==> src/hw/sllset_pkg.sv <==
package sllset_pkg;

    localparam int ADDR_W = 12;
    localparam int DATA_W = 8;
    localparam int LANES  = 8;
    localparam int XBAR_REGS = 4;

    localparam logic [11:0] OFF_SYNC_CTRL   = 12'h03a;
    localparam logic [11:0] OFF_SYNC_STAT   = 12'h03b;
    localparam logic [11:0] OFF_PLL_STAT    = 12'h281;
    localparam logic [11:0] OFF_LINK_CTRL   = 12'h300;
    localparam logic [11:0] OFF_SUBCLASS    = 12'h301;
    localparam logic [11:0] OFF_MFDEL0      = 12'h304;
    localparam logic [11:0] OFF_MFDEL1      = 12'h305;
    localparam logic [11:0] OFF_MFVAR0      = 12'h306;
    localparam logic [11:0] OFF_MFVAR1      = 12'h307;
    localparam logic [11:0] OFF_XBAR_FIRST  = 12'h308;
    localparam logic [11:0] OFF_XBAR_LAST   = 12'h30b;
    localparam logic [11:0] OFF_POL_INV     = 12'h334;

    localparam int BIT_PLL_LOCK      = 0;
    localparam int BIT_SYNC_LOCK     = 3;
    localparam int BIT_SYNC_ENABLE   = 7;
    localparam int BIT_SYNC_ARM      = 6;
    localparam int BIT_CHECKSUM      = 6;
    localparam int BIT_TWO_LINK      = 3;
    localparam int BIT_STATUS_LINK   = 2;
    localparam int LINK_EN_LSB       = 0;
    localparam int SYNC_MODE_LSB     = 0;

    localparam logic [1:0] LINK_EN_DUAL   = 2'h3;
    localparam logic [1:0] LINK_EN_SINGLE = 2'h1;
    localparam logic [1:0] SYNC_ONE_SHOT  = 2'h1;

    localparam logic [7:0] RST_REG     = 8'h00;
    localparam logic [7:0] RST_XBAR0   = 8'h08;
    localparam logic [7:0] RST_XBAR1   = 8'h1a;
    localparam logic [7:0] RST_XBAR2   = 8'h2c;
    localparam logic [7:0] RST_XBAR3   = 8'h3e;

    localparam int PLL_LOCK_NS   = 1000;
    localparam int CLK_PERIOD_NS = 5;
    localparam int PLL_LOCK_CYC  = (PLL_LOCK_NS + CLK_PERIOD_NS - 1) / CLK_PERIOD_NS;
    localparam int ALIGN_CYC     = 4;

    typedef struct packed {
        logic              wrEn;
        logic              rdEn;
        logic [ADDR_W-1:0] addr;
        logic [DATA_W-1:0] wdata;
    } sllset_req_t;

    typedef struct packed {
        logic              valid;
        logic [DATA_W-1:0] rdata;
    } sllset_rsp_t;

    typedef enum logic [1:0] {SYNC_IDLE, SYNC_ARMED, SYNC_ALIGN, SYNC_LOCKED} sllset_sync_t;

endpackage : sllset_pkg

==> src/hw/sllset_link_setup.sv <==
`timescale 1ns/1ps
// Operation
// RL1: PLL status bit 0 reads 1 once the serdes PLL locks after enable.
// RL2: In subclass 1 the transmitter sends at least one SYSREF edge after arming.
// RL3: Sync status bit 3 reads 1 after SYSREF and multiframe clock alignment.
// RL4: Link control bit 2 picks which link's status is read back.
// RL5: Each logical lane with its inversion bit set is inverted.
// RL6: Link enable field is 3 in dual-link mode, 1 in single-link mode.
// RL7: Physical lanes map to logical lanes through the crossbar registers.
// RL8: Sync control written 0x01, then 0x81, then 0xc1 before SYSREF.
// RL9: Transmitter uses the same link parameters that are programmed here; the tx model takes no link parameters and passes laneData straight through.
module sllset_link_setup
    import sllset_pkg::*;
(
    input  wire logic                 core_clk,
    input  wire logic                 nrst,
    input  wire sllset_pkg::sllset_req_t hostReq,
    output sllset_pkg::sllset_rsp_t   hostRsp,
    input  wire logic                 pllEnable,
    input  wire logic                 sysrefPin,
    input  wire logic [7:0]           physLanesPin,
    input  wire logic [1:0]           linkSyncedPin,
    output logic [LANES-1:0]          logLanes,
    output logic [1:0]                linkEnables,
    output logic                      syncLockedOut,
    output logic                      pllLockedOut
);
    import sllset_pkg::*;

    logic [7:0]  syncCtrl_r;
    logic [7:0]  linkCtrl_r;
    logic [7:0]  subclass_r;
    logic [7:0]  mfDel_r [2];
    logic [7:0]  mfVar_r [2];
    logic [7:0]  xbar_r [XBAR_REGS];
    logic [7:0]  polInv_r;
    sllset_rsp_t rsp_r;
    logic [7:0]  rdVal;
    logic [1:0]  sysrefSync_r;
    logic        sysrefPrev_r;
    logic [7:0]  laneMeta_r;
    logic [7:0]  laneSync_r;
    logic [1:0]  linkMeta_r;
    logic [1:0]  linkSync_r;
    logic [1:0]  pllEnSync_r;
    logic [7:0]  pllCnt_r;
    logic        pllLock_r;
    logic        syncLocked;
    logic        sysrefEdge;
    logic [LANES-1:0] logLanes_nxt;
    logic [LANES-1:0] logLanes_r;
    logic [23:0] xbarFlat;

    always_ff @(posedge core_clk or negedge nrst) begin
        if (!nrst) begin
            sysrefSync_r <= 2'h0;
            sysrefPrev_r <= 1'b0;
            laneMeta_r   <= 8'h00;
            laneSync_r   <= 8'h00;
            linkMeta_r   <= 2'h0;
            linkSync_r   <= 2'h0;
            pllEnSync_r  <= 2'h0;
        end else begin
            sysrefSync_r <= {sysrefSync_r[0], sysrefPin};
            sysrefPrev_r <= sysrefSync_r[1];
            laneMeta_r   <= physLanesPin;
            laneSync_r   <= laneMeta_r;
            linkMeta_r   <= linkSyncedPin;
            linkSync_r   <= linkMeta_r;
            pllEnSync_r  <= {pllEnSync_r[0], pllEnable};
        end
    end

    assign sysrefEdge = sysrefSync_r[1] & ~sysrefPrev_r;

    // The PLL model counts a fixed lock time after enable.
    always_ff @(posedge core_clk or negedge nrst) begin
        if (!nrst) begin
            pllCnt_r  <= 8'h00;
            pllLock_r <= 1'b0;
        end else if (!pllEnSync_r[1]) begin
            pllCnt_r  <= 8'h00;
            pllLock_r <= 1'b0;
        end else if (pllCnt_r == 8'(PLL_LOCK_CYC - 1)) begin
            pllLock_r <= 1'b1; // RL1
        end else begin
            pllCnt_r <= pllCnt_r + 8'h01;
        end
    end

    // Register writes from the host serial port.
    always_ff @(posedge core_clk or negedge nrst) begin
        if (!nrst) begin
            syncCtrl_r <= RST_REG;
            linkCtrl_r <= RST_REG;
            subclass_r <= RST_REG;
            mfDel_r    <= '{RST_REG, RST_REG};
            mfVar_r    <= '{RST_REG, RST_REG};
            xbar_r     <= '{RST_XBAR0, RST_XBAR1, RST_XBAR2, RST_XBAR3};
            polInv_r   <= RST_REG;
        end else if (hostReq.wrEn) begin
            if (hostReq.addr == OFF_SYNC_CTRL) begin
                syncCtrl_r <= hostReq.wdata; // RL8
            end else if (hostReq.addr == OFF_LINK_CTRL) begin
                linkCtrl_r <= hostReq.wdata;
            end else if (hostReq.addr == OFF_SUBCLASS) begin
                subclass_r <= hostReq.wdata;
            end else if (hostReq.addr == OFF_MFDEL0) begin
                mfDel_r[0] <= hostReq.wdata;
            end else if (hostReq.addr == OFF_MFDEL1) begin
                mfDel_r[1] <= hostReq.wdata;
            end else if (hostReq.addr == OFF_MFVAR0) begin
                mfVar_r[0] <= hostReq.wdata;
            end else if (hostReq.addr == OFF_MFVAR1) begin
                mfVar_r[1] <= hostReq.wdata;
            end else if (hostReq.addr >= OFF_XBAR_FIRST && hostReq.addr <= OFF_XBAR_LAST) begin
                xbar_r[2'(hostReq.addr - OFF_XBAR_FIRST)] <= hostReq.wdata; // RL7
            end else if (hostReq.addr == OFF_POL_INV) begin
                polInv_r <= hostReq.wdata; // RL5
            end
        end
    end

    sllset_sync_fsm u_sync (
        .core_clk   (core_clk),
        .nrst       (nrst),
        .syncEnable (syncCtrl_r[BIT_SYNC_ENABLE]),
        .syncArm    (syncCtrl_r[BIT_SYNC_ARM]),
        .sysrefEdge (sysrefEdge),
        .syncLocked (syncLocked)
    );

    // Each crossbar byte holds two 3-bit logical lane selects.
    always_comb begin
        for (int i = 0; i < XBAR_REGS; i++) begin
            xbarFlat[6*i +: 6] = xbar_r[i][5:0];
        end
    end

    for (genvar g = 0; g < LANES; g++) begin : gLane
        sllset_lane_map u_map (
            .physLanes (laneSync_r),
            .selIdx    (xbarFlat[3*g +: 3]),
            .invert    (polInv_r[g]),
            .logLane   (logLanes_nxt[g])
        );
    end

    always_ff @(posedge core_clk or negedge nrst) begin
        if (!nrst) begin
            logLanes_r <= 8'h00;
        end else begin
            logLanes_r <= logLanes_nxt; // RL5 RL7
        end
    end

    // Read mux; the OFF_MFDEL0 and OFF_MFVAR0 reads follow the link chosen by the status select bit.
    always_comb begin
        rdVal = 8'h00;
        if (hostReq.addr == OFF_SYNC_CTRL) begin
            rdVal = syncCtrl_r;
        end else if (hostReq.addr == OFF_SYNC_STAT) begin
            rdVal = 8'(syncLocked) << BIT_SYNC_LOCK; // RL3
        end else if (hostReq.addr == OFF_PLL_STAT) begin
            rdVal = {7'h00, pllLock_r}; // RL1
        end else if (hostReq.addr == OFF_LINK_CTRL) begin
            rdVal = linkCtrl_r;
        end else if (hostReq.addr == OFF_SUBCLASS) begin
            rdVal = subclass_r;
        end else if (hostReq.addr == OFF_MFDEL0) begin
            rdVal = mfDel_r[linkCtrl_r[BIT_STATUS_LINK]]; // RL4
        end else if (hostReq.addr == OFF_MFDEL1) begin
            rdVal = mfDel_r[1];
        end else if (hostReq.addr == OFF_MFVAR0) begin
            rdVal = mfVar_r[linkCtrl_r[BIT_STATUS_LINK]]; // RL4
        end else if (hostReq.addr == OFF_MFVAR1) begin
            rdVal = mfVar_r[1];
        end else if (hostReq.addr >= OFF_XBAR_FIRST && hostReq.addr <= OFF_XBAR_LAST) begin
            rdVal = xbar_r[2'(hostReq.addr - OFF_XBAR_FIRST)];
        end else if (hostReq.addr == OFF_POL_INV) begin
            rdVal = polInv_r;
        end
    end

    always_ff @(posedge core_clk or negedge nrst) begin
        if (!nrst) begin
            rsp_r <= '0;
        end else begin
            rsp_r.valid <= hostReq.rdEn;
            rsp_r.rdata <= hostReq.rdEn ? rdVal : 8'h00;
        end
    end

    assign hostRsp       = rsp_r;
    assign logLanes      = logLanes_r;
    assign syncLockedOut = syncLocked;
    assign pllLockedOut  = pllLock_r;

    // Links only come up with the documented enable codes.
    always_comb begin
        linkEnables = 2'h0;
        if (linkCtrl_r[BIT_TWO_LINK] && linkCtrl_r[1:0] == LINK_EN_DUAL) begin
            linkEnables = LINK_EN_DUAL; // RL6
        end else if (!linkCtrl_r[BIT_TWO_LINK] && linkCtrl_r[1:0] == LINK_EN_SINGLE) begin
            linkEnables = LINK_EN_SINGLE; // RL6
        end
    end

    // Checks on the PLL lock flag and its readback.
    pll_lock_time_a: assert property (@(posedge core_clk) disable iff (!nrst) // RL1
        $rose(pllLock_r) |->
        $past(pllEnSync_r[1]) && $past(pllCnt_r) == 8'(PLL_LOCK_CYC - 1))
        else $error("PLL lock flag rose early.");

    pll_drop_a: assert property (@(posedge core_clk) disable iff (!nrst) // RL1
        !pllEnSync_r[1] |=> !pllLock_r)
        else $error("PLL lock held while disabled.");

    pll_hold_a: assert property (@(posedge core_clk) disable iff (!nrst) // RL1
        pllLock_r && pllEnSync_r[1] |=> pllLock_r)
        else $error("PLL lock dropped while enabled.");

    pll_stat_read_a: assert property (@(posedge core_clk) disable iff (!nrst) // RL1
        hostReq.rdEn && hostReq.addr == OFF_PLL_STAT |=>
        hostRsp.valid && hostRsp.rdata == {7'h00, $past(pllLock_r)})
        else $error("PLL status readback wrong.");

    // Checks on the sync machine, its control and its status.
    sync_stat_read_a: assert property (@(posedge core_clk) disable iff (!nrst) // RL3
        hostReq.rdEn && hostReq.addr == OFF_SYNC_STAT |=>
        hostRsp.valid && hostRsp.rdata[BIT_SYNC_LOCK] == $past(syncLocked))
        else $error("Sync status readback wrong.");

    sync_drop_a: assert property (@(posedge core_clk) disable iff (!nrst) // RL3
        !syncCtrl_r[BIT_SYNC_ENABLE] |=> !syncLocked)
        else $error("Sync lock held while disabled.");

    sync_lock_edge_a: assert property (@(posedge core_clk) disable iff (!nrst) // RL3
        $rose(syncLocked) |-> $past(sysrefEdge, ALIGN_CYC + 1))
        else $error("Sync lock without a SYSREF edge.");

    sysref_pulse_a: assert property (@(posedge core_clk) disable iff (!nrst) // RL3
        sysrefEdge |=> !sysrefEdge)
        else $error("SYSREF edge lasted more than one cycle.");

    sync_enable_a: assert property (@(posedge core_clk) disable iff (!nrst) // RL8
        syncLocked |-> $past(syncCtrl_r[BIT_SYNC_ENABLE]))
        else $error("Sync lock without enable.");

    sync_ctrl_write_a: assert property (@(posedge core_clk) disable iff (!nrst) // RL8
        hostReq.wrEn && hostReq.addr == OFF_SYNC_CTRL |=> syncCtrl_r == $past(hostReq.wdata))
        else $error("Sync control write lost.");

    // Checks on the lane crossbar and inversion.
    lane_invert_a: assert property (@(posedge core_clk) disable iff (!nrst) // RL5
        ##1 logLanes_r[0] == ($past(laneSync_r[xbar_r[0][2:0]]) ^ $past(polInv_r[0])))
        else $error("Lane zero map or inversion wrong.");

    lane_seven_a: assert property (@(posedge core_clk) disable iff (!nrst) // RL7
        ##1 logLanes_r[7] == ($past(laneSync_r[xbar_r[3][5:3]]) ^ $past(polInv_r[7])))
        else $error("Lane seven map or inversion wrong.");

    pol_inv_write_a: assert property (@(posedge core_clk) disable iff (!nrst) // RL5
        hostReq.wrEn && hostReq.addr == OFF_POL_INV |=> polInv_r == $past(hostReq.wdata))
        else $error("Polarity write lost.");

    xbar_write_a: assert property (@(posedge core_clk) disable iff (!nrst) // RL7
        hostReq.wrEn && hostReq.addr == OFF_XBAR_FIRST |=> xbar_r[0] == $past(hostReq.wdata))
        else $error("Crossbar write lost.");

    xbar_last_a: assert property (@(posedge core_clk) disable iff (!nrst) // RL7
        hostReq.wrEn && hostReq.addr == OFF_XBAR_LAST |=> xbar_r[3] == $past(hostReq.wdata))
        else $error("Last crossbar write lost.");

    // Checks on link enables and the status link select.
    link_enable_a: assert property (@(posedge core_clk) disable iff (!nrst) // RL6
        linkEnables != 2'h0 |-> linkEnables == (linkCtrl_r[BIT_TWO_LINK] ? 2'h3 : 2'h1))
        else $error("Link enable code mismatch.");

    dual_enable_a: assert property (@(posedge core_clk) disable iff (!nrst) // RL6
        linkCtrl_r[BIT_TWO_LINK] && linkCtrl_r[1:0] == LINK_EN_DUAL |->
        linkEnables == LINK_EN_DUAL)
        else $error("Dual link enables missing.");

    single_enable_a: assert property (@(posedge core_clk) disable iff (!nrst) // RL6
        !linkCtrl_r[BIT_TWO_LINK] && linkCtrl_r[1:0] == LINK_EN_SINGLE |->
        linkEnables == LINK_EN_SINGLE)
        else $error("Single link enable missing.");

    status_select_a: assert property (@(posedge core_clk) disable iff (!nrst) // RL4
        hostReq.rdEn && hostReq.addr == OFF_MFDEL0 |=>
        hostRsp.rdata == $past(mfDel_r[linkCtrl_r[BIT_STATUS_LINK]]))
        else $error("Status link select ignored.");

    var_select_a: assert property (@(posedge core_clk) disable iff (!nrst) // RL4
        hostReq.rdEn && hostReq.addr == OFF_MFVAR0 |=>
        hostRsp.rdata == ($past(linkCtrl_r[BIT_STATUS_LINK]) ?
                          $past(mfVar_r[1]) : $past(mfVar_r[0])))
        else $error("Variable delay link select ignored.");

    // Link sync status is sampled but no register shows it.
    logic unusedLink;
    assign unusedLink = ^linkSync_r;
endmodule : sllset_link_setup

==> src/hw/sllset_lane_map.sv <==
`timescale 1ns/1ps
module sllset_lane_map
    import sllset_pkg::*;
(
    input  wire logic [LANES-1:0]   physLanes,
    input  wire logic [2:0]         selIdx,
    input  wire logic               invert,
    output logic                    logLane
);
    always_comb begin
        logLane = physLanes[selIdx] ^ invert; // RL5 RL7
    end
endmodule : sllset_lane_map

==> src/hw/sllset_sync_fsm.sv <==
`timescale 1ns/1ps
module sllset_sync_fsm
    import sllset_pkg::*;
(
    input  wire logic core_clk,
    input  wire logic nrst,
    input  wire logic syncEnable,
    input  wire logic syncArm,
    input  wire logic sysrefEdge,
    output logic      syncLocked
);
    sllset_sync_t state_r;
    logic [2:0]   alignCnt_r;

    always_ff @(posedge core_clk or negedge nrst) begin
        if (!nrst) begin
            state_r    <= SYNC_IDLE;
            alignCnt_r <= 3'h0;
        end else if (!syncEnable) begin
            state_r    <= SYNC_IDLE;
            alignCnt_r <= 3'h0;
        end else begin
            case (state_r)
                SYNC_IDLE: begin
                    if (syncArm) begin
                        state_r <= SYNC_ARMED;
                    end
                end
                SYNC_ARMED: begin
                    if (sysrefEdge) begin // RL2
                        state_r    <= SYNC_ALIGN;
                        alignCnt_r <= 3'h0;
                    end
                end
                SYNC_ALIGN: begin
                    if (alignCnt_r == 3'(ALIGN_CYC - 1)) begin
                        state_r <= SYNC_LOCKED;
                    end else begin
                        alignCnt_r <= alignCnt_r + 3'h1;
                    end
                end
                default: begin
                    state_r <= SYNC_LOCKED;
                end
            endcase
        end
    end

    assign syncLocked = (state_r == SYNC_LOCKED); // RL3

    sync_lock_cause_a: assert property (@(posedge core_clk) disable iff (!nrst) // RL3
        $rose(syncLocked) |-> $past(state_r) == SYNC_ALIGN)
        else $error("Sync lock without alignment.");
endmodule : sllset_sync_fsm

==> config.mk <==
export PLATFORM = sky130hd
export DESIGN_NAME = sllset_link_setup
export DESIGN_NICKNAME = d
export VERILOG_FILES = /design/src/hw/sllset_pkg.sv /design/src/hw/sllset_link_setup.sv /design/src/hw/sllset_lane_map.sv /design/src/hw/sllset_sync_fsm.sv
export SDC_FILE = /design/constraint.sdc
export NUM_CORES = 1
export LEC_CHECK = 0
export ABC_AREA = 1
export BUFFER_PORTS_ARGS = -buffer_cell sky130_fd_sc_hd__buf_2
export CAP_MARGIN = 20
export CORE_ASPECT_RATIO = 1.75
export CORE_MARGIN = 5
export CORE_UTILIZATION = 42
export CTS_CLUSTER_SIZE = 12
export DETAILED_ROUTE_END_ITERATION = 16
export PLACE_DENSITY = 0.68
export SKIP_CTS_REPAIR_TIMING = 1
export SYNTH_ARGS = -nofsm -noshare
export SYNTH_HDL_FRONTEND = slang
export SYNTH_SLANG_ARGS = --single-unit
==> constraint.sdc <==
create_clock -name core_clk -period 1.8 [get_ports core_clk]
set_clock_uncertainty 0.2 [all_clocks]
set_input_delay 0.27 -clock core_clk [delete_from_list [all_inputs] [get_ports core_clk]]
set_output_delay 0.27 -clock core_clk [all_outputs]
set_load 0.02 [all_outputs]
==> flow_summary_export.csv <==
group,metric,value,unit
setup_path,crit_type,"register to register",
yosys,synthesis.area,0.00739,mm^2
cells_and_area,fin_cells,1295,
cells_and_area,diodes,0,
routing,postRouteAntennaNets,0,
global_route,grt_overflow,0,
routing,wl_met1,7600,um
yosys,synth.avg_cell_area,8.27,um^2
yosys,netlist_top_cells_count,"215 x nand2_1, 136 x dfrtp_1, 107 x o21ai_0",
yosys,yosysMostFrequentCell,"nand2_1",
timing,tightest_slew,0.382,ns
yosys,syn_nets,932,
cells_and_area,fin_nets,1090,
cells_and_area,area_delta_synth_final,29.2,%
power_and_ir_drop,p_leak,0.00455,uW
clocking,clockRootBuffer,"clkbuf_16",
placed_design,pre_cts_ws,-0.372,ns
job,drv_cap,0,
routing,viasPerCell,5.23,
global_route,grt_pass1_wl,34500,um
die,start_util,0.425,
clocking,cts_made_buffers,17,
yosys,synth_edf_count,0,
yosys,ys_seq_area_frac,0.503,
placed_design,dp_cells,1245,
yosys,synth.top_cell.area_share,0.461,
timing,final_max_slew_viol_count,0,
yosys,ys_async_sr_fraction,1.00,
routing,wl_per_cell,17.6,um
global_route,antenna_found_initial,0,
routing,drc,0,
routing,drt-total-wl,22900,um
placed_design,gp_congestion,1.02,
status,status,"finished clean",
placed_design,hpwl,16600,um
global_route,grt_pass1_vias,6622,
routing,top_layer_used,"met4",
clocking,cts_tree,"built",
power_and_ir_drop,p_comb_frac,0.133,
die,die_height,185,um
power_and_ir_drop,p_int,6290,uW
yosys,synth.distinct_cells,40,
die,placementRows,64,
power_and_ir_drop,sw_frac_of_total,0.269,
setup_path,worstPathRequired,1.93,ns
timing,relSlewSlack,0.743,
setup_path,critical_path.slowest_cell,"dfstp_2",
global_route,grt_max_degree,41,
setup_path,critPathLaunchType,"register",
yosys,synth_flop_cell,"dfrtp_1",
power_and_ir_drop,clockPowerShare,0.434,
die,io_pins,57,
yosys,synth-seq-cells,148,
clocking,clock_sinks,148,
yosys,synth.area.top_cells,"dfrtp_1 46%, nand2_1 11%, o21ai_0 7.2%",
setup_path,crit_path_frequent_cell,"nand2_1",
routing,wl_met2,12200,um
timing,max_freq,0.565,GHz
min_path,hp-class,"input port to asynchronous set/reset pin",
timing,setup_viol,0,
yosys,yosysWarnings,0,
clocking,path_clk_slew,0.07,ns
setup_path,r2r_slack,0.03,ns
setup_path,max_stage_delay,0.59,ns
global_route,grt_usage,0.227,
setup_path,path_max_fanout,6,
power_and_ir_drop,power.density,901,mW/mm^2
clocking,cts.path.max_buffers,2,
clocking,insertion_delay,0.42,ns
die,die_w,110,um
setup_path,crit_chain,"o22ai_1, nor2_1, nand3_1, nand2_1, nand2_1, nand2_1, nand2_1, nand2_1, nand2_1, a21oi_1",
setup_path,worstPathArrival,1.90,ns
timing,setup_ws,0.0315,ns
yosys,synth_cells,893,
timing,finalHoldViolCount,0,
cells_and_area,drive_above_1_share,0.276,
power_and_ir_drop,p_switching,2310,uW
timing,whs,0.0986,ns
routing,drtIter0Drc,451,
die,core,0.0174,mm^2
power_and_ir_drop,ir_worst_vdd,527,uV
routing,drtPass1Iterations,6,
die,dieArea,0.0204,mm^2
routing,wl_met3,1020,um
placed_design,io_buffers,54,
setup_path,cp-end-kind,"register",
timing,min_period,1.77,ns
timing,layout_worst_path_cycle_share,0.982,
yosys,synth_area_leader_cell,"dfrtp_1",
routing,vias,6778,
power_and_ir_drop,seqPwrFrac,0.433,
clocking,h-tree-depth,4,
power groups by stage:
| stage | Clock [uW] | Combinational, uW | Sequential, uW |
|---|---|---|---|
| after floorplan | 0 | 517 | 3780 |
| after global placement | 0 | 1060 | 3770 |
| after detailed placement | 0 | 1080 | 3770 |
| after CTS | 3780 | 1090 | 3720 |
| after global routing | 3930 | 1250 | 3740 |
| final | 3730 | 1140 | 3730 |
registers in the layout, summed over array words and instances, names as in the netlist, 9 cells and up:
register / flops
mfVar_r: 16
mfDel_r: 16
xbarFlat: 24
hostRsp: 9
stage by stage:
step	area (um^2)	total power, uW	utilization	setup TNS [ns]
after global placement	8640	4830	0.497	-16.67
after CTS	9260	8590	0.533	-0.0272
final	9550	8600	0.549	0
after detailed placement	8640	4850	0.497	-18.46
after floorplan	7420	4300	-	0
after global routing	9550	8920	0.549	-0.0392
critical path, delay by kind of cell, from the launching register on:
family / cells / cell delay (ns)
flops: 1 / 0.59
compound gates: 2 / 0.25
simple gates: 8 / 0.64
worst paths after layout:
path	to	cells after the start	startpoint
max in group asynchronous	xbarFlat[15]	3	nrst
min reg2reg	laneSync_r[3]	0	laneMeta_r[3]
min in group core_clk	linkCtrl_r[7]	4	hostReq[7]
min	mfDel_r[14]	2	nrst
max reg2reg	hostRsp[4]	10	xbarFlat[10]
max	hostRsp[4]	10	xbarFlat[10]
cell usage in the layout (no fill, tap or decap), types with 3 or more instances in the layout:
cell type and instances:
inv_1 80, nand4_1 4, xor2_1 6, ha_1 3
a21oi_2 3, buf_4 98, clkbuf_16 17, nor2_4 6
nand3_1 32, nor2_1 50, buf_12 8, o22ai_1 13
a21oi_1 45, o21ai_2 18, dfstp_2 12, nor3_1 9
dfrtp_1 134, nand2_8 5, inv_6 3, nand2_1 209
o21ai_1 50, o21ai_0 101, nand2_2 10, bufinv_16 3
nand2_4 8, nand3_2 3, a31oi_1 3, nor2_2 6
inv_2 14, buf_2 53, dlygate4sd3_1 12, or2_2 7
o211ai_1 8
cells by family (layout without fill, tap and decap cells):
family	after synthesis	after routing	synth area share
fa+ha+maj	3	3	0.00508
xor+xnor	8	8	0.00949
buf+inv	127	298	0.0718
simple gates	360	360	0.225
compound gates	247	247	0.185
flops	148	148	0.503
metal layers:
| metal | up-vias | track usage |
|---|---|---|
| li1 | 3256 | - |
| met3 | 113 | 0.0290 |
| met1 | 3147 | 0.223 |
| met2 | 262 | 0.414 |
| met4 | 0 | 0.180 |
| met5 | - | 0 |
layout make-up:
cell class	count	area (um^2)
fillers	1626	7830
clock inverters	13	170
well taps	231	289
inverters	94	353
clock buffers	19	453
multi-input cells	618	3270
flip-flops and latches	148	3720
repair buffers	172	1290
Power figures use the tool's default switching activity.
